$ cat src/shared/bbsr_regs.vh
// constants for the bidirectional bus shift register
// assumes a 25 MHz system clock, no register bus, plain control ports
//
// Overview of operation
// - serial, port-A enable low, direction low: shift on clock, both ports undriven.
// - serial, direction high: drive stored word onto port B regardless of port-A enable.
// - serial, port-A enable high, direction low: drive port A while shifting.
// - parallel, enables low, async low: load port B on clock, port A undriven.
// - parallel, enables low, async high: load port B without clock, port A undriven.
// - parallel, A-enable low, direction high, async low: drive B, recirculate on clock.
// - parallel, A-enable low, direction high, async high: drive B, recirculate continuously.
// - parallel, A-enable high, direction low, async low: clocked B load, drive A.
// - parallel, A-enable high, direction low, async high: unclocked B load, drive A.
// - parallel, A-enable high, direction high, async low: clocked A load, drive B.
// - parallel, all three high: unclocked A load, drive B.
// - synchronous cases change outputs only on the clock's rising edge.
// - eight stages forming a static register between the two ports.
// - direction high moves data A to B; low moves B to A.
// - single-phase clock acts only in synchronous operation.
`ifndef BBSR_REGS_VH
`define BBSR_REGS_VH

// ---------------------------------------------------------------
// widths and depths
// ---------------------------------------------------------------
`define BBSR_WIDTH      8
`define BBSR_FIFO_DEPTH 8
`define BBSR_FIFO_AW    3

// ---------------------------------------------------------------
// reset values
// ---------------------------------------------------------------
`define BBSR_RST_WORD   8'h00
`define BBSR_RST_SYNC   3'h0

`endif

$ cat src/rtl/bbsr_fifo.v
// synchronous fifo, valid/ready on both sides
// assumes one clock, sync active-high reset
`timescale 1ns/1ps

module bbsr_fifo
#(
   parameter WIDTH = 8,
   parameter DEPTH = 8,
   parameter AW    = 3
)
(
   input  wire             i_clk,     // system clock
   input  wire             i_rst,     // sync reset, high
   input  wire             i_valid,   // write request
   output wire             o_ready,   // not full
   input  wire [WIDTH-1:0] i_data,    // write data
   output wire             o_valid,   // not empty
   input  wire             i_ready,   // read accept
   output wire [WIDTH-1:0] o_data     // head word
);

   reg [WIDTH-1:0] mem [0:DEPTH-1];
   reg [AW-1:0]    wr_ff;
   reg [AW-1:0]    rd_ff;
   reg [AW:0]      cnt_ff;
   wire            push;
   wire            pop;

   // ---------------------------------------------------------------
   // flags and handshakes
   // ---------------------------------------------------------------
   assign o_ready = (cnt_ff != DEPTH[AW:0]);
   assign o_valid = (cnt_ff != {(AW+1){1'b0}});
   assign push    = i_valid & o_ready;
   assign pop     = o_valid & i_ready;
   assign o_data  = mem[rd_ff];

   // storage write
   always @(posedge i_clk)
   begin
      if (push)
      begin
         mem[wr_ff] <= i_data;
      end
   end

   // pointers and fill count
   always @(posedge i_clk)
   begin
      if (i_rst)
      begin
         wr_ff  <= {AW{1'b0}};
         rd_ff  <= {AW{1'b0}};
         cnt_ff <= {(AW+1){1'b0}};
      end
      else
      begin
         if (push)
         begin
            wr_ff <= wr_ff + 1'b1;
         end
         if (pop)
         begin
            rd_ff <= rd_ff + 1'b1;
         end
         if (push && !pop)
         begin
            cnt_ff <= cnt_ff + 1'b1;
         end
         else if (pop && !push)
         begin
            cnt_ff <= cnt_ff - 1'b1;
         end
      end
   end

endmodule // bbsr_fifo

$ cat src/rtl/bbsr_sync3.v
// three-flop input synchroniser with agreement filter
// assumes the input is asynchronous to i_clk
`timescale 1ns/1ps

module bbsr_sync3
#(
   parameter W = 1
)
(
   input  wire         i_clk,   // system clock
   input  wire         i_rst,   // sync reset, high
   input  wire [W-1:0] i_d,     // async input
   output reg  [W-1:0] o_q      // filtered output
);

   reg [W-1:0] s1_ff;
   reg [W-1:0] s2_ff;
   reg [W-1:0] s3_ff;
   wire [W-1:0] agree;

   // per-bit agreement, so one noisy pin never freezes the others
   assign agree = ~(s2_ff ^ s3_ff);

   // ---------------------------------------------------------------
   // synchroniser chain, each bit updates once its stages agree
   // ---------------------------------------------------------------
   always @(posedge i_clk)
   begin
      if (i_rst)
      begin
         s1_ff <= {W{1'b0}};
         s2_ff <= {W{1'b0}};
         s3_ff <= {W{1'b0}};
         o_q   <= {W{1'b0}};
      end
      else
      begin
         s1_ff <= i_d;
         s2_ff <= s1_ff;
         s3_ff <= s2_ff;
         o_q   <= (s3_ff & agree) | (o_q & ~agree);
      end
   end

endmodule // bbsr_sync3

$ cat src/rtl/bbsr_top.v
// eight-stage bidirectional bus shift register with serial input
// assumes bus pins and controls arrive from outside the clock domain;
// the word shown on the driven port is staged through an 8-deep fifo
`timescale 1ns/1ps
`include "bbsr_regs.vh"

module bbsr_top
(
   input  wire                   I_CLK_SYS,       // 25 MHz system clock
   input  wire                   I_RST,           // sync reset, high
   input  wire                   I_PORT_A_ENABLE, // port A enable pin
   input  wire                   I_DIR_A_TO_B,    // 1: A to B, 0: B to A
   input  wire                   I_ASYNC_SEL,     // 1: load without clock
   input  wire                   I_PARALLEL_SEL,  // 1: parallel, 0: serial
   input  wire                   I_SHIFT_CLK,     // single-phase shift clock pin
   input  wire                   I_SERIAL_IN,     // serial data pin
   input  wire [`BBSR_WIDTH-1:0] I_PORT_A,        // port A pin level
   output reg  [`BBSR_WIDTH-1:0] O_PORT_A,        // port A drive value
   output reg                    O_PORT_A_OE,     // port A driven
   input  wire [`BBSR_WIDTH-1:0] I_PORT_B,        // port B pin level
   output reg  [`BBSR_WIDTH-1:0] O_PORT_B,        // port B drive value
   output reg                    O_PORT_B_OE,     // port B driven
   output reg  [`BBSR_WIDTH-1:0] O_STORED,        // stored word
   output reg                    O_OUT_STALL      // output fifo full
);

   // ---------------------------------------------------------------
   // synchronised pins
   // ---------------------------------------------------------------
   wire [4:0]             ctl_s;
   wire                   ae;
   wire                   dir;
   wire                   asy;
   wire                   par;
   wire                   sclk;
   wire                   sin;
   wire [`BBSR_WIDTH-1:0] a_s;
   wire [`BBSR_WIDTH-1:0] b_s;

   bbsr_sync3 #(.W(6)) u_sync_ctl
   (
      .i_clk (I_CLK_SYS),
      .i_rst (I_RST),
      .i_d   ({I_SERIAL_IN, I_SHIFT_CLK, I_PARALLEL_SEL, I_ASYNC_SEL,
               I_DIR_A_TO_B, I_PORT_A_ENABLE}),
      .o_q   ({sin, ctl_s})
   );

   bbsr_sync3 #(.W(2*`BBSR_WIDTH)) u_sync_bus
   (
      .i_clk (I_CLK_SYS),
      .i_rst (I_RST),
      .i_d   ({I_PORT_A, I_PORT_B}),
      .o_q   ({a_s, b_s})
   );

   assign ae   = ctl_s[0];
   assign dir  = ctl_s[1];
   assign asy  = ctl_s[2];
   assign par  = ctl_s[3];
   assign sclk = ctl_s[4];

   // ---------------------------------------------------------------
   // clock edge detect on the filtered shift clock
   // ---------------------------------------------------------------
   reg sclk_d_ff;
   wire rise;

   always @(posedge I_CLK_SYS)
   begin
      if (I_RST)
      begin
         sclk_d_ff <= 1'b0;
      end
      else
      begin
         sclk_d_ff <= sclk;
      end
   end

   assign rise = sclk & ~sclk_d_ff;

   // ---------------------------------------------------------------
   // register stages and next-value selection
   // ---------------------------------------------------------------
   reg  [`BBSR_WIDTH-1:0] word_ff;
   reg  [`BBSR_WIDTH-1:0] nxt_word;
   wire [`BBSR_WIDTH-1:0] load_src;
   wire [`BBSR_WIDTH-1:0] shifted;

   // with port A disabled and direction high, A is ignored: recirculate
   assign load_src = dir ? (ae ? a_s : word_ff) : b_s;

   // stage i takes stage i-1, stage 0 takes the serial bit
   genvar gi;
   generate
      for (gi = 0; gi < `BBSR_WIDTH; gi = gi + 1)
      begin : g_stage
         if (gi == 0)
         begin : g_first
            assign shifted[gi] = sin;
         end
         else
         begin : g_rest
            assign shifted[gi] = word_ff[gi-1];
         end
      end
   endgenerate

   always @*
   begin
      nxt_word = word_ff;
      if (!par)
      begin
         if (rise)
         begin
            nxt_word = shifted;
         end
      end
      else if (asy)
      begin
         nxt_word = load_src;
      end
      else if (rise)
      begin
         nxt_word = load_src;
      end
   end

   always @(posedge I_CLK_SYS)
   begin
      if (I_RST)
      begin
         word_ff <= `BBSR_RST_WORD;
      end
      else
      begin
         word_ff <= nxt_word;
      end
   end

   // ---------------------------------------------------------------
   // output word fifo: stages each new stored word toward the ports
   // ---------------------------------------------------------------
   reg  [`BBSR_WIDTH-1:0] last_ff;
   wire                   f_in_rdy;
   wire                   f_out_vld;
   wire [`BBSR_WIDTH-1:0] f_out;
   wire                   chg;

   assign chg = (word_ff != last_ff);

   always @(posedge I_CLK_SYS)
   begin
      if (I_RST)
      begin
         last_ff <= `BBSR_RST_WORD;
      end
      else if (chg && f_in_rdy)
      begin
         last_ff <= word_ff;
      end
   end

   bbsr_fifo #(.WIDTH(`BBSR_WIDTH), .DEPTH(`BBSR_FIFO_DEPTH), .AW(`BBSR_FIFO_AW)) u_fifo
   (
      .i_clk   (I_CLK_SYS),
      .i_rst   (I_RST),
      .i_valid (chg),
      .o_ready (f_in_rdy),
      .i_data  (word_ff),
      .o_valid (f_out_vld),
      .i_ready (1'b1),
      .o_data  (f_out)
   );

   // ---------------------------------------------------------------
   // port drive: outputs change only on system clock edges
   // ---------------------------------------------------------------
   always @(posedge I_CLK_SYS)
   begin
      if (I_RST)
      begin
         O_PORT_A    <= `BBSR_RST_WORD;
         O_PORT_B    <= `BBSR_RST_WORD;
         O_STORED    <= `BBSR_RST_WORD;
         O_PORT_A_OE <= 1'b0;
         O_PORT_B_OE <= 1'b0;
         O_OUT_STALL <= 1'b0;
      end
      else
      begin
         O_PORT_B_OE <= dir;
         O_PORT_A_OE <= ae & ~dir;
         if (f_out_vld)
         begin
            O_PORT_A <= f_out;
            O_PORT_B <= f_out;
            O_STORED <= f_out;
         end
         O_OUT_STALL <= ~f_in_rdy;
      end
   end

endmodule // bbsr_top

$ cat config.mk
export PLATFORM = sky130hd
export DESIGN_NAME = bbsr_top
export DESIGN_NICKNAME = d
export VERILOG_FILES = /design/src/rtl/bbsr_fifo.v /design/src/rtl/bbsr_sync3.v /design/src/rtl/bbsr_top.v
export VERILOG_INCLUDE_DIRS = /design/src /design/src/shared
export SDC_FILE = /design/constraint.sdc
export NUM_CORES = 1
export LEC_CHECK = 0
export BUFFER_PORTS_ARGS = -buffer_cell sky130_fd_sc_hd__buf_2
export CORE_MARGIN = 2
export CORE_UTILIZATION = 45
export DETAILED_ROUTE_END_ITERATION = 6
export GPL_ROUTABILITY_DRIVEN = 1
export PLACE_DENSITY = 0.6
export SETUP_SLACK_MARGIN = 0.4
export SYNTH_ARGS = -nofsm -noshare
export SYNTH_HDL_FRONTEND = slang
export SYNTH_SLANG_ARGS = --single-unit
$ cat constraint.sdc
create_clock -name I_CLK_SYS -period 3.4 [get_ports I_CLK_SYS]
set_clock_uncertainty 0.05 [all_clocks]
set_input_delay 0.17 -clock I_CLK_SYS [delete_from_list [all_inputs] [get_ports I_CLK_SYS]]
set_output_delay 0.17 -clock I_CLK_SYS [all_outputs]
set_load 0.005 [all_outputs]
==> qor.yml <==
startpoint_type: "flop"
synth_cells: 545
tns_ns: 0
final_layout_size_suffix_gt1_share_pct: 19.2
cts_tree: "yes"
cts_made_buffers: 17
vias: 3992
diodes: 0
yosysMostFrequentCell: "dfxtp_1"
synth_top_area_share_pct: 36.3
crit_arrival_ns: 3.03
clockRootBuffer: "clkbuf_16"
multiInputGateArea_mm2: 0.00224
synth_top_area_cell: "dfxtp_1"
cts_buffer_depth: 2
cap_violations: 0
status: "finished, final reports clean"
final_cell_area_mm2: 0.00811
cts_sinks: 190
power.leakage_uw: 0.00301
synth_common_cells: "126 x dfxtp_1, 71 x nor2b_1, 64 x edfxtp_1"
viasPerCell: 4.95
synth.net_count: 574
path_clk_slew_ns: 0.06
firstDrtPassIters: 4
final_util_pct: 53.5
synth_area_leaders: "dfxtp_1 36%, edfxtp_1 28%, nor2b_1 6.4%"
rows: 45
reg2reg_slack_ns: 0.63
ys.flop_type: "dfxtp_1"
report.final.hold_viol_count: 0
drt-total-wl_um: 11600
finalSetupViolCount: 0
seq_area_frac_synth_pct: 64.0
track_usage_pct: 15.5
area.sequential_mm2: 0.00445
drcViolationCount: 0
grt_pass1_wl_um: 19100
drt_iter0_drc: 288
overflow: 0
finalCritPeriodShare_pct: 81.3
initial_utilization_pct: 45.8
reg2reg_from: "u_fifo.cnt_ff[0]"
antenna_found_initial: 0
crit_fanout: 7
grt_max_degree: 64
clkLatencyLatePin_ns: 0.42
peakVddDrop_v: 0.000366
critPathKind: "reg2reg"
ys_types: 35
finalNetCount: 635
fin_crit_ns: 2.77
cp-endpoint: "u_fifo.cnt_ff[3]"
worst-r2r-cell-count: 9
async_flop_share_pct: 0
slew_headroom_pct: 40.4
worst_pin_slew_ns: 0.893
ys_ff_latch: 190
hpwlAfterDp_um: 7250
dieArea_mm2: 0.0164
yosysWarnings: 0
synth_edf_count: 64
startpoint: "u_fifo.cnt_ff[0]"
ant_nets: 0
r2r_end: "u_fifo.cnt_ff[3]"
ctsHtreeMaxLevel: 4
area_growth_pct: 16.7
ios: 51
rsz0062_at_grt: "no"
maxSlewViolCount: 0
synth_area_mm2: 0.00694
core-area_mm2: 0.0151
fmax_mhz: 362
powerDensity_mw_per_mm2: 655
dpl_cell_area_mm2: 0.00729
end_kind: "flop"
fillers: 1288
first_global_vias: 3900
crit_required_ns: 3.66
synth.avg_cell_area_um2: 12.7
fp.dieH_um: 128
place.gp.congestion: 0.702
port_buffers: 50
wl_per_cell_um: 14.4
hold_class: "in2reg"
fp.dieW_um: 128
postCtsSetupBuffers: 0
final cells by class:
cell class	count	share of cell area (%)
Sequential cell	190	54.8
Tap cell	188	2.90
Inverter	2	0.0926
Clock buffer	22	6.39
Multi-Input combinational cell	309	27.6
Clock inverter	10	0.988
Timing Repair Buffer	86	7.13
report_power, final:
group | internal [uW] | switching [uW]
Sequential | 2440 | 116
Clock | 1150 | 799
Combinational | 438 | 358
logic make-up after synthesis:
family / after synthesis / synth area share [%]
compound gates: 69 / 5.68
flops: 190 / 64.0
buf+inv: 46 / 3.73
mux: 53 / 10.6
simple gates: 170 / 13.6
fa+ha+maj: 5 / 0.901
xor+xnor: 12 / 1.51
critical path: stages, from the launching register on:
cell      delay [ns]
dfxtp_1         0.37
or4b_4          0.57
a21boi_4        0.16
ha_1            0.21
inv_1           0.10
ha_1            0.27
a21o_1          0.20
a21oi_1         0.17
mux2i_1         0.21
mux2_2          0.34
per-layer routing:
| layer | vias up | share of wire, % | global-route usage [%] | wire, um |
|---|---|---|---|---|
| li1 | 2008 | - | - | - |
| met1 | 1911 | 44 | 18.6 | 5160 |
| met2 | 66 | 51 | 26.1 | 5910 |
| met3 | 7 | 3.7 | 4.76 | 425 |
| met4 | 0 | 0.90 | 5.82 | 104 |
| met5 | - | 0 | 0 | 0 |
cell usage in the layout, fill, tap and decap left out, types with 22 or more instances in the layout:
master	Yosys	final
buf_2	3	49
dlygate4sd3_1	0	22
a21oi_1	35	35
nor2b_1	71	71
nor2_1	37	37
mux2i_1	34	34
nand2_1	28	28
dfxtp_1	126	125
o21ai_0	22	22
edfxtp_1	64	64
what timing repair did:
action / 4_1_cts / 5_1_grt
resized for setup: 0 / 1
endpoints found under the setup margin: 0 / 1
endpoints found under the hold margin: 22 / 0
hold buffers: 22 / 0
through the flow:
step | hold WS (ns) | instances | setup slack [ns] | total power, uW
floorplan | 0.248 | 545 | 0.554 | 3280
global placement | 0.327 | 753 | 0.704 | 3380
detailed placement | 0.335 | 753 | 0.657 | 3400
CTS | 0.110 | 807 | 0.638 | 5380
global route | 0.142 | 807 | 0.457 | 5580
finish | 0.120 | 807 | 0.634 | 5310
how the worst min path moves through the flow:
| stage | start | to | slack (ns) | cells after the start |
|---|---|---|---|---|
| 2_1_floorplan | I_PORT_B[0] | u_sync_bus.s1_ff[0] | 0.25 | 1 |
| 3_3_place_gp | I_PORT_B[5] | u_sync_bus.s1_ff[5] | 0.33 | 2 |
| 3_5_place_dp | I_PORT_B[6] | u_sync_bus.s1_ff[6] | 0.33 | 2 |
| 4_1_cts | I_RST | word_ff[3] | 0.11 | 2 |
| 5_1_grt | I_RST | word_ff[3] | 0.14 | 2 |
| 6_report | I_RST | word_ff[3] | 0.12 | 2 |
No activity file was read; power rests on OpenSTA's default activity.
